File: config.mk
export PLATFORM = sky130hd
export DESIGN_NAME = qscs_regs
export DESIGN_NICKNAME = d
export VERILOG_FILES = /design/src/core/qscs_regs.v /design/src/core/qscs_cor_flags.v
export VERILOG_INCLUDE_DIRS = /design/src /design/src/inc
export SDC_FILE = /design/constraint.sdc
export NUM_CORES = 1
export LEC_CHECK = 0
export BUFFER_PORTS_ARGS = -buffer_cell sky130_fd_sc_hd__buf_2
export CAP_MARGIN = 20
export CORE_MARGIN = 8
export CORE_UTILIZATION = 30
export CTS_CLUSTER_SIZE = 30
export DETAILED_ROUTE_END_ITERATION = 10
export RECOVER_POWER = 100
export SYNTH_ARGS = -nofsm -noshare
export SYNTH_HDL_FRONTEND = slang
export SYNTH_SLANG_ARGS = --single-unit
File: constraint.sdc
create_clock -name clock -period 6.75 [get_ports clock]
set_input_delay 1.35 -clock clock [delete_from_list [all_inputs] [get_ports clock]]
set_output_delay 1.35 -clock clock [all_outputs]
set_load 0.01 [all_outputs]
File: src/inc/qscs_defines.vh
// Purpose: Shared constants for the channel D configuration and status register block.
// Assumes: A 200 MHz system clock and the management frame of the station management bus.
// Notes: Register numbers are management register addresses, not byte addresses.
`ifndef QSCS_DEFINES_VH
`define QSCS_DEFINES_VH

// Register addresses on the management bus.
`define QSCS_REG_CHD_CFG 5'h14
`define QSCS_REG_CHAN_STATUS 5'h16
`define QSCS_REG_ALIGN_STATUS 5'h17

// Reset values.
`define QSCS_CHD_CFG_RST 11'h102
`define QSCS_STATUS_RST 16'h00F0
`define QSCS_ALIGN_RST 5'h00

// Field positions of the channel D configuration register.
`define QSCS_CFG_MF_HI 10
`define QSCS_CFG_MF_LO 9
`define QSCS_CFG_LOS_EN 8
`define QSCS_CFG_SEL_HI 7
`define QSCS_CFG_SEL_LO 6
`define QSCS_CFG_EMPH_HI 5
`define QSCS_CFG_EMPH_LO 4
`define QSCS_CFG_LOOPBACK 3
`define QSCS_CFG_PRBS 2
`define QSCS_CFG_COMMA 1
`define QSCS_CFG_PWR_DOWN 0
`define QSCS_CFG_WIDTH 11
`define QSCS_CFG_PAD 5'h00
`define QSCS_ALIGN_PAD 11'h000

// Multifunction pin select codes.
`define QSCS_MF_IO_STD 2'h0
`define QSCS_MF_COMMA 2'h1
`define QSCS_MF_LOSS 2'h2
`define QSCS_MF_PASS 2'h3

// Management frame fields.
`define QSCS_PRE_ONES 6'h20
`define QSCS_OP_READ 2'h2
`define QSCS_OP_WRITE 2'h1
`define QSCS_HDR_BITS 4'hC
`define QSCS_DATA_BITS 5'h10
`define QSCS_TA_BITS 2'h2

// Power-on reset timing.
`define QSCS_POR_MAX_NS 1000000
`define QSCS_CLK_PERIOD_NS 5

`endif

File: src/core/qscs_regs.v
// Purpose: Channel D configuration, channel status and alignment status behind the management bus.
// Assumes: Global register bits arrive as same-clock inputs; pins pass a two-flop synchroniser.
// Notes: The management clock is oversampled, so it must run well below a quarter of clock.
`timescale 1ns/1ps
`default_nettype none
`include "qscs_defines.vh"

module qscs_regs #(
    parameter [4:0] PHY_ADDR = 5'h00,
    parameter [19:0] POR_CYCLES = `QSCS_POR_MAX_NS / `QSCS_CLK_PERIOD_NS - 1
) (
    // Clock and reset.
    input wire clock,
    input wire reset,
    // Management bus pins.
    input wire mdc,
    input wire mdio_in,
    output reg mdio_out,
    output reg mdio_oe,
    // Device pins.
    input wire dev_enable,
    input wire cfg_sel_hi,
    input wire cfg_sel_lo,
    input wire prbs_test_pin,
    input wire comma_align_pin,
    input wire loopback_pin,
    // Global register bits.
    input wire [1:0] glb_mf_sel,
    input wire glb_los_en,
    input wire glb_cfg_hi,
    input wire glb_cfg_lo,
    input wire glb_emph_hi,
    input wire glb_emph_lo,
    input wire glb_loopback,
    input wire glb_prbs_en,
    input wire glb_comma_en,
    input wire glb_pwr_down,
    // Channel events from the datapath.
    input wire io_std_hstl,
    input wire comma_det_d,
    input wire [3:0] tx_fifo_coll,
    input wire [3:0] dec_err,
    input wire [3:0] prbs_err,
    input wire [3:0] sig_loss,
    input wire align_seen,
    input wire [3:0] rx_fifo_coll,
    // Channel D controls.
    output reg mf_pin_d,
    output reg los_det_en_d,
    output reg cfg_hi_eff,
    output reg cfg_lo_eff,
    output reg emph_hi_eff,
    output reg emph_lo_eff,
    output reg loopback_d,
    output reg comma_align_en_d,
    output reg pwr_down_d,
    // Test pattern enables, one bit per channel, and the global write permission.
    output reg [3:0] prbs_en,
    output reg glb_prbs_wr_ok,
    // Device level enables.
    output reg core_enable,
    output reg [3:0] tx_ser_oe,
    output reg [3:0] rx_par_oe,
    output reg rx_par_force_hi,
    output reg rx_par_clk_low,
    output reg por_active
);

    // Synchroniser slot for each pin.
    localparam SY_MDC = 0;
    localparam SY_MDIO = 1;
    localparam SY_EN = 2;
    localparam SY_CHI = 3;
    localparam SY_CLO = 4;
    localparam SY_PRBS = 5;
    localparam SY_COMMA = 6;
    localparam SY_LB = 7;

    // Frame states.
    localparam S_PRE = 3'd0;
    localparam S_ST = 3'd1;
    localparam S_HDR = 3'd2;
    localparam S_TA = 3'd3;
    localparam S_DAT = 3'd4;

    reg [7:0] sync1_ff;
    reg [7:0] sync2_ff;
    reg mdc_prev_ff;
    reg [2:0] state_ff;
    reg [5:0] cnt_ff;
    reg [11:0] hdr_ff;
    reg is_read_ff;
    reg [15:0] shift_ff;
    reg [`QSCS_CFG_WIDTH-1:0] cfg_ff;
    reg [19:0] por_cnt_ff;
    reg stat_clr;
    reg align_clr;
    wire mdc_rise;
    wire bit_in;
    wire [15:0] status_flags;
    wire [4:0] align_flags;
    wire [3:0] loss_ev;
    wire [1:0] mf_sel;
    wire [15:0] cfg_rd;
    wire [4:0] hdr_reg;
    wire hdr_hit;

    // Picks the multifunction pin source from a two-bit select.
    function mf_select;
        input [1:0] sel;
        input hstl;
        input comma;
        input loss;
        input pass;
        begin
            case (sel)
                `QSCS_MF_IO_STD: mf_select = hstl;
                `QSCS_MF_COMMA: mf_select = comma;
                `QSCS_MF_LOSS: mf_select = loss;
                `QSCS_MF_PASS: mf_select = pass;
                default: mf_select = 1'b0;
            endcase
        end
    endfunction

    // Two flops per pin; only the second stage is read by logic.
    always @(posedge clock) begin
        if (reset) begin
            sync1_ff <= 8'h00;
            sync2_ff <= 8'h00;
            mdc_prev_ff <= 1'b0;
        end else begin
            sync1_ff <= {loopback_pin, comma_align_pin, prbs_test_pin, cfg_sel_lo,
                         cfg_sel_hi, dev_enable, mdio_in, mdc};
            sync2_ff <= sync1_ff;
            mdc_prev_ff <= sync2_ff[SY_MDC];
        end
    end

    assign mdc_rise = sync2_ff[SY_MDC] & ~mdc_prev_ff;
    assign bit_in = sync2_ff[SY_MDIO];
    assign hdr_reg = hdr_ff[4:0];
    assign hdr_hit = (hdr_ff[9:5] == PHY_ADDR);
    assign cfg_rd = {`QSCS_CFG_PAD, cfg_ff};

    // Management frame engine: preamble, start, header, turnaround, data.
    always @(posedge clock) begin
        if (reset) begin
            state_ff <= S_PRE;
            cnt_ff <= 6'h00;
            hdr_ff <= 12'h000;
            is_read_ff <= 1'b0;
            shift_ff <= 16'h0000;
            mdio_out <= 1'b0;
            mdio_oe <= 1'b0;
            cfg_ff <= `QSCS_CHD_CFG_RST;
        end else begin
            if (mdc_rise) begin
                case (state_ff)
                    S_PRE: begin
                        mdio_oe <= 1'b0;
                        if (bit_in) begin
                            if (cnt_ff != `QSCS_PRE_ONES) begin
                                cnt_ff <= cnt_ff + 6'h01;
                            end
                        end else begin
                            if (cnt_ff == `QSCS_PRE_ONES) begin
                                state_ff <= S_ST;
                            end
                            cnt_ff <= 6'h00;
                        end
                    end
                    S_ST: begin
                        cnt_ff <= 6'h00;
                        state_ff <= bit_in ? S_HDR : S_PRE;
                    end
                    S_HDR: begin
                        hdr_ff <= {hdr_ff[10:0], bit_in};
                        cnt_ff <= cnt_ff + 6'h01;
                        if (cnt_ff[3:0] == `QSCS_HDR_BITS - 4'h1) begin
                            cnt_ff <= 6'h00;
                            state_ff <= S_TA;
                            is_read_ff <= (hdr_ff[10:9] == `QSCS_OP_READ);
                            if (hdr_ff[10:9] != `QSCS_OP_READ && hdr_ff[10:9] != `QSCS_OP_WRITE) begin
                                state_ff <= S_PRE;
                            end
                        end
                    end
                    S_TA: begin
                        cnt_ff <= cnt_ff + 6'h01;
                        if (cnt_ff[1:0] == 2'h0) begin
                            // Sample the register here; its clear lands on this same edge.
                            if (is_read_ff && hdr_hit) begin
                                mdio_oe <= 1'b1;
                                mdio_out <= 1'b0;
                                case (hdr_reg)
                                    `QSCS_REG_CHD_CFG: shift_ff <= cfg_rd;
                                    `QSCS_REG_CHAN_STATUS: shift_ff <= status_flags;
                                    `QSCS_REG_ALIGN_STATUS: shift_ff <= {`QSCS_ALIGN_PAD, align_flags};
                                    default: shift_ff <= 16'h0000;
                                endcase
                            end
                        end else begin
                            cnt_ff <= 6'h00;
                            state_ff <= S_DAT;
                            if (is_read_ff && hdr_hit) begin
                                mdio_out <= shift_ff[15];
                                shift_ff <= {shift_ff[14:0], 1'b0};
                            end
                        end
                    end
                    S_DAT: begin
                        cnt_ff <= cnt_ff + 6'h01;
                        if (is_read_ff) begin
                            mdio_out <= shift_ff[15];
                            shift_ff <= {shift_ff[14:0], 1'b0};
                        end else begin
                            shift_ff <= {shift_ff[14:0], bit_in};
                        end
                        if (cnt_ff[4:0] == `QSCS_DATA_BITS - 5'h01) begin
                            cnt_ff <= 6'h00;
                            state_ff <= S_PRE;
                            mdio_oe <= 1'b0;
                            mdio_out <= 1'b0;
                            if (!is_read_ff && hdr_hit && hdr_reg == `QSCS_REG_CHD_CFG) begin
                                // Only bits 10 to 0 exist, so upper write data is dropped.
                                cfg_ff[`QSCS_CFG_MF_HI] <= shift_ff[`QSCS_CFG_MF_LO];
                                cfg_ff[`QSCS_CFG_MF_LO] <= shift_ff[`QSCS_CFG_LOS_EN];
                                cfg_ff[`QSCS_CFG_LOS_EN] <= shift_ff[`QSCS_CFG_SEL_HI];
                                if (!sync2_ff[SY_CHI]) begin
                                    cfg_ff[`QSCS_CFG_SEL_HI] <= shift_ff[`QSCS_CFG_SEL_LO];
                                end
                                if (!sync2_ff[SY_CLO]) begin
                                    cfg_ff[`QSCS_CFG_SEL_LO] <= shift_ff[`QSCS_CFG_EMPH_HI];
                                end
                                cfg_ff[`QSCS_CFG_EMPH_HI] <= shift_ff[`QSCS_CFG_EMPH_LO];
                                cfg_ff[`QSCS_CFG_EMPH_LO] <= shift_ff[`QSCS_CFG_LOOPBACK];
                                cfg_ff[`QSCS_CFG_LOOPBACK] <= shift_ff[`QSCS_CFG_PRBS];
                                if (!sync2_ff[SY_PRBS]) begin
                                    cfg_ff[`QSCS_CFG_PRBS] <= shift_ff[`QSCS_CFG_COMMA];
                                end
                                cfg_ff[`QSCS_CFG_COMMA] <= shift_ff[`QSCS_CFG_PWR_DOWN];
                                cfg_ff[`QSCS_CFG_PWR_DOWN] <= bit_in;
                            end
                        end
                    end
                    default: begin
                        state_ff <= S_PRE;
                        cnt_ff <= 6'h00;
                        mdio_oe <= 1'b0;
                    end
                endcase
            end
        end
    end

    // Clear on the snapshot edge itself, so a same-edge event wins and stays for the next read.
    always @* begin
        stat_clr = 1'b0;
        align_clr = 1'b0;
        if (mdc_rise && state_ff == S_TA && cnt_ff[1:0] == 2'h0 && is_read_ff && hdr_hit) begin
            stat_clr = (hdr_reg == `QSCS_REG_CHAN_STATUS);
            align_clr = (hdr_reg == `QSCS_REG_ALIGN_STATUS);
        end
    end

    // Signal loss on channel D only counts while its detection is enabled.
    assign loss_ev = {sig_loss[3] & los_det_en_d, sig_loss[2:0]};

    // Channel status flags, from bit 15 down to bit 0.
    qscs_cor_flags #(
        .WIDTH(16),
        .RST_VAL(`QSCS_STATUS_RST)
    ) u_status (
        .clock(clock),
        .reset(reset),
        .event_in({tx_fifo_coll, dec_err, prbs_err, loss_ev}),
        .rd_clr(stat_clr),
        .flags(status_flags)
    );

    // Alignment status flags.
    qscs_cor_flags #(
        .WIDTH(5),
        .RST_VAL(`QSCS_ALIGN_RST)
    ) u_align (
        .clock(clock),
        .reset(reset),
        .event_in({align_seen, rx_fifo_coll}),
        .rd_clr(align_clr),
        .flags(align_flags)
    );

    // Power-on reset counter; counting from zero up to the limit spans exactly the longest allowed time.
    always @(posedge clock) begin
        if (reset) begin
            por_cnt_ff <= 20'h0_0000;
            por_active <= 1'b1;
        end else if (por_active) begin
            por_cnt_ff <= por_cnt_ff + 20'h0_0001;
            if (por_cnt_ff == POR_CYCLES) begin
                por_active <= 1'b0;
            end
        end
    end

    assign mf_sel = {cfg_ff[`QSCS_CFG_MF_HI], cfg_ff[`QSCS_CFG_MF_LO]} | glb_mf_sel;

    // Effective controls are registered so the outputs stay glitch free.
    always @(posedge clock) begin
        if (reset) begin
            mf_pin_d <= 1'b0;
            los_det_en_d <= 1'b0;
            cfg_hi_eff <= 1'b0;
            cfg_lo_eff <= 1'b0;
            emph_hi_eff <= 1'b0;
            emph_lo_eff <= 1'b0;
            loopback_d <= 1'b0;
            comma_align_en_d <= 1'b0;
            pwr_down_d <= 1'b0;
            prbs_en <= 4'h0;
            glb_prbs_wr_ok <= 1'b0;
            core_enable <= 1'b0;
            tx_ser_oe <= 4'h0;
            rx_par_oe <= 4'h0;
            rx_par_force_hi <= 1'b1;
            rx_par_clk_low <= 1'b1;
        end else begin
            mf_pin_d <= mf_select(mf_sel, io_std_hstl, comma_det_d,
                                  status_flags[3], status_flags[7]);
            los_det_en_d <= cfg_ff[`QSCS_CFG_LOS_EN] & glb_los_en;
            cfg_hi_eff <= sync2_ff[SY_CHI] | cfg_ff[`QSCS_CFG_SEL_HI] | glb_cfg_hi;
            cfg_lo_eff <= sync2_ff[SY_CLO] | cfg_ff[`QSCS_CFG_SEL_LO] | glb_cfg_lo;
            emph_hi_eff <= cfg_ff[`QSCS_CFG_EMPH_HI] | glb_emph_hi;
            emph_lo_eff <= cfg_ff[`QSCS_CFG_EMPH_LO] | glb_emph_lo;
            loopback_d <= cfg_ff[`QSCS_CFG_LOOPBACK] | glb_loopback | sync2_ff[SY_LB];
            comma_align_en_d <= cfg_ff[`QSCS_CFG_COMMA] & sync2_ff[SY_COMMA] & glb_comma_en;
            pwr_down_d <= cfg_ff[`QSCS_CFG_PWR_DOWN] | glb_pwr_down;
            // Global bit and pin reach all channels; channel D adds its own bit.
            prbs_en <= {4{glb_prbs_en | sync2_ff[SY_PRBS]}} |
                       {cfg_ff[`QSCS_CFG_PRBS], 3'b000};
            glb_prbs_wr_ok <= ~sync2_ff[SY_PRBS];
            core_enable <= sync2_ff[SY_EN] & ~por_active;
            // Loopback floats channel D's serial output; global loopback floats all four.
            tx_ser_oe <= {4{sync2_ff[SY_EN] & ~glb_loopback}} &
                         {~(cfg_ff[`QSCS_CFG_LOOPBACK] | sync2_ff[SY_LB]), 3'b111};
            rx_par_oe <= {4{sync2_ff[SY_EN] & ~por_active}};
            rx_par_force_hi <= por_active;
            rx_par_clk_low <= por_active | ~sync2_ff[SY_EN];
        end
    end

endmodule

`default_nettype wire

File: src/core/qscs_cor_flags.v
// Purpose: Vector of sticky status flags that return to their reset value when read.
// Assumes: Events and the read strobe come from logic on the same clock.
// Notes: An event in the cycle of the read strobe wins, so it stays for the next read.
`timescale 1ns/1ps
`default_nettype none

module qscs_cor_flags #(
    parameter WIDTH = 16,
    parameter [WIDTH-1:0] RST_VAL = {WIDTH{1'b0}}
) (
    // Clock and reset.
    input wire clock,
    input wire reset,
    // Events drive a flag away from its reset value.
    input wire [WIDTH-1:0] event_in,
    // One-cycle strobe on the edge at which the flags are read.
    input wire rd_clr,
    // Current flag values.
    output wire [WIDTH-1:0] flags
);

    reg [WIDTH-1:0] flags_ff;
    reg [WIDTH-1:0] nxt_flags;
    integer i;

    // Per bit the event has priority over the read clear.
    always @* begin
        nxt_flags = flags_ff;
        for (i = 0; i < WIDTH; i = i + 1) begin
            if (event_in[i]) begin
                nxt_flags[i] = ~RST_VAL[i];
            end else if (rd_clr) begin
                nxt_flags[i] = RST_VAL[i];
            end
        end
    end

    // Flag storage.
    always @(posedge clock) begin
        if (reset) begin
            flags_ff <= RST_VAL;
        end else begin
            flags_ff <= nxt_flags;
        end
    end

    assign flags = flags_ff;

endmodule

`default_nettype wire

==> summary.txt <==
most frequent cells in the layout = dfxtp_1, nor2_1, buf_2
I/O pin count = 72
Clock Latency Late Sink = 0.41 ns
Hold Path Origin = sync2_ff[7]
Crit. End Element = register
Post-CTS Setup Inserts = 0
Seq/Total Area, Yosys = 46.03%
synth top area cells = dfxtp_1, nor2_1, mux2i_1
WP data arrival = 3.67 ns
CTS Root Cell = clkbuf_16
CTS HTree Levels = 4
largest net degree at the start of global routing = 82
Detail Route Antenna Nets = 0
Max clock buf depth = 2
Cell Area, Synth = 0.005480 sq mm
number of port buffers = 71
Vias/cell = 5.099
GRT Overall Usage = 12.48%
die span in x = 151.2 um
Synth area leader = dfxtp_1
Num CTS Buffers = 17
Slew @ Worst Pin = 1.073 ns
HP Class = reg -> reg
top_reg_cell synth = dfxtp_1
initial antenna violation count = 0
Critical Path Source = reset
design area = 0.006465 sq mm
P per Cell Area = 275.8 mW/mm^2
Reg clk slew, reported paths = 0.06 ns
# Max-Cap Violations = 0
CTS tree = built
Final setup viols = 0
reg2reg start = state_ff[2]
Worst slew margin = 28.46%
fraction of the mapped netlist area in adder cells = 1.370%
DP Area = 0.005909 sq mm
Rows = 49
fin. max-slew vios = 0
die area = 0.02285 sq mm
drc violations = 0
initial drt markers = 302
clock sink count = 126
CP Data Required Time = 7.01 ns
die height = 151.2 um
CP max FO = 27
VDD IR max = 0.0001649 V
Worst path slowest cell = clkinv_1
outcome = completed
LEAKAGE = 2.323 nW
gr ovfl total = 0
hpwl dp = 9387 um
Worst Path Class, Setup = in -> reg
multiplexer area fraction after synthesis = 5.297%
CP startpoint kind = input pin
post-synth net total = 649
unrepaired setup endpoints after global routing = no
commonest non-fill, non-tap cell in the layout = dfxtp_1
flops & latches, synth = 126
simple logic cell fraction of the synthesized area = 24.06%
fraction of layout cells with a size suffix above 1 = 14.16%
CP max stage delay = 1.03 ns
CTS resizes = 0
DRT Pass-1 Iters = 4
final hold viol count = 0
Yosys cell types = 67
Compound-Gate Fraction of Synth Area = 15.98%
global placement routability congestion = 0.7833
DR WL/cell = 15.24 um
number of diodes = 0
Layout Nets = 701
Final TNS setup = 0 ns
synth warn = 0
crit path cell chain = clkbuf_1 > clkinv_1 > o311ai_0 > o31ai_1
fin crit period = 3.415 ns
first-pass GRT wire length = 22,690 um
async set-or-reset flop fraction in the synthesized netlist = 0%
Synth top area share = 46.03%
Via Count = 4,553
EDFF count, synth = 0
Syn-to-layout area delta = 17.97%
Core ar. = 0.01796 sq mm
largest family of logic cells by synthesized area = simple AND/OR/NAND/NOR gates
hold buffers post-CTS = 0
Avg Synthesized Cell Area = 9.149 sq um
Cells after Synth = 599
vias in the first global route = 4,433
crit share post-route = 50.59%
Starting Density = 30.51%
xor/xnor cell area share of the yosys netlist = 1.918%
Fmax = 292.9 MHz
final WL = 13,610 um
fillers = 1,879
clk_skew = 0.01128 ns
==> final cells by class <==
class                   instances  area [sq um]  share of cell area [%]
flip-flops and latches        126          2522                   39.02
clock inverters                14         178.9                   2.768
clock buffers                  18         439.2                   6.793
repair buffers                 76         356.6                   5.516
well taps                     229         286.5                   4.432
inverters                      13         48.80                  0.7548
multi-input cells             417          2633                   40.72
==> state kept, by name, summed over array words and instances, names as in the netlist, 2 cells and up <==
register        cells
sync2_ff            8
u_align.flags       5
state_ff            3
u_status.flags     16
por_cnt_ff         20
shift_ff           16
tx_ser_oe           2
hdr_ff             11
cnt_ff              6
prbs_en             2
sync1_ff            8
cfg_ff             11
==> where the power goes <==
| part | switching [W] | total [W] | internal (W) |
|---|---|---|---|
| clock network | 0.000352 | 0.000949 | 0.000597 |
| registers | 0.0000110 | 0.000775 | 0.000763 |
| logic | 0.0000346 | 0.0000595 | 0.0000249 |
==> per-stage QoR <==
| stage | cells | total power, W | hold slack [ns] | util, % | setup slack (ns) |
|---|---|---|---|---|---|
| global route | 893 | 0.001848 | 0.4637 | 35.99 | 2.908 |
| CTS | 891 | 0.001808 | 0.4341 | 36.34 | 4.043 |
| global placement | 859 | 0.0008525 | 0.4080 | 32.90 | 3.805 |
| floorplan | 599 | 0.0008238 | 0.3728 | - | 4.465 |
| detailed placement | 859 | 0.0008534 | 0.4180 | 32.90 | 3.761 |
| finish | 893 | 0.001783 | 0.4295 | 35.99 | 3.336 |
==> routing by layer <==
layer  routed length (um)  part of all wire, %  up-vias  GRT usage [%]
met5                    0                    0        -              0
met3                  827                  6.1        6          3.555
met1                 6644                   49     2150          16.57
li1                     -                    -     2289              -
met2                 6038                   44      108          19.00
met4                  102                 0.75        0          4.305
==> worst paths after layout <==
check / to / cells past startpoint / slack, ns
setup / recovery: state_ff[0] / 4 / 3.34
hold / removal: tx_ser_oe[3] / 1 / 0.43
setup reg to reg: shift_ff[8] / 4 / 4.10
hold reg to reg: tx_ser_oe[3] / 1 / 0.43
==> critical path: cells and delay by family <==
kind	cells	cell delay, ns
buf+inv	2	1.80
compound gates	2	0.50
==> synthesized netlist by cell type, types with 5 or more instances <==
master	count
nand4_1	7
a311oi_2	5
o31ai_1	10
a31oi_1	8
a21oi_1	22
nor3_1	26
nand3_1	33
inv_1	12
nor3b_1	7
buf_4	10
a311oi_1	7
dfxtp_1	126
mux2i_1	20
a22oi_1	5
or4_1	6
nor2_1	72
xnor2_1	9
mux2_2	6
a211oi_1	18
o2bb2ai_1	5
ha_1	6
clkbuf_1	21
nor4_1	6
o21ai_0	18
or3_1	8
nor2b_1	22
nand2_1	36
==> cells by family (layout without fill, tap and decap cells) <==
logic type,count (synthesis),after routing
DFF,126,126
AOI/OAI and AO/OA,119,119
adders and majority gates,6,6
xor gates and xnor gates,12,12
and+or+nand+nor,253,253
buffers and inverters,56,121
muxes,27,27
Power figures use the tool's default switching activity.
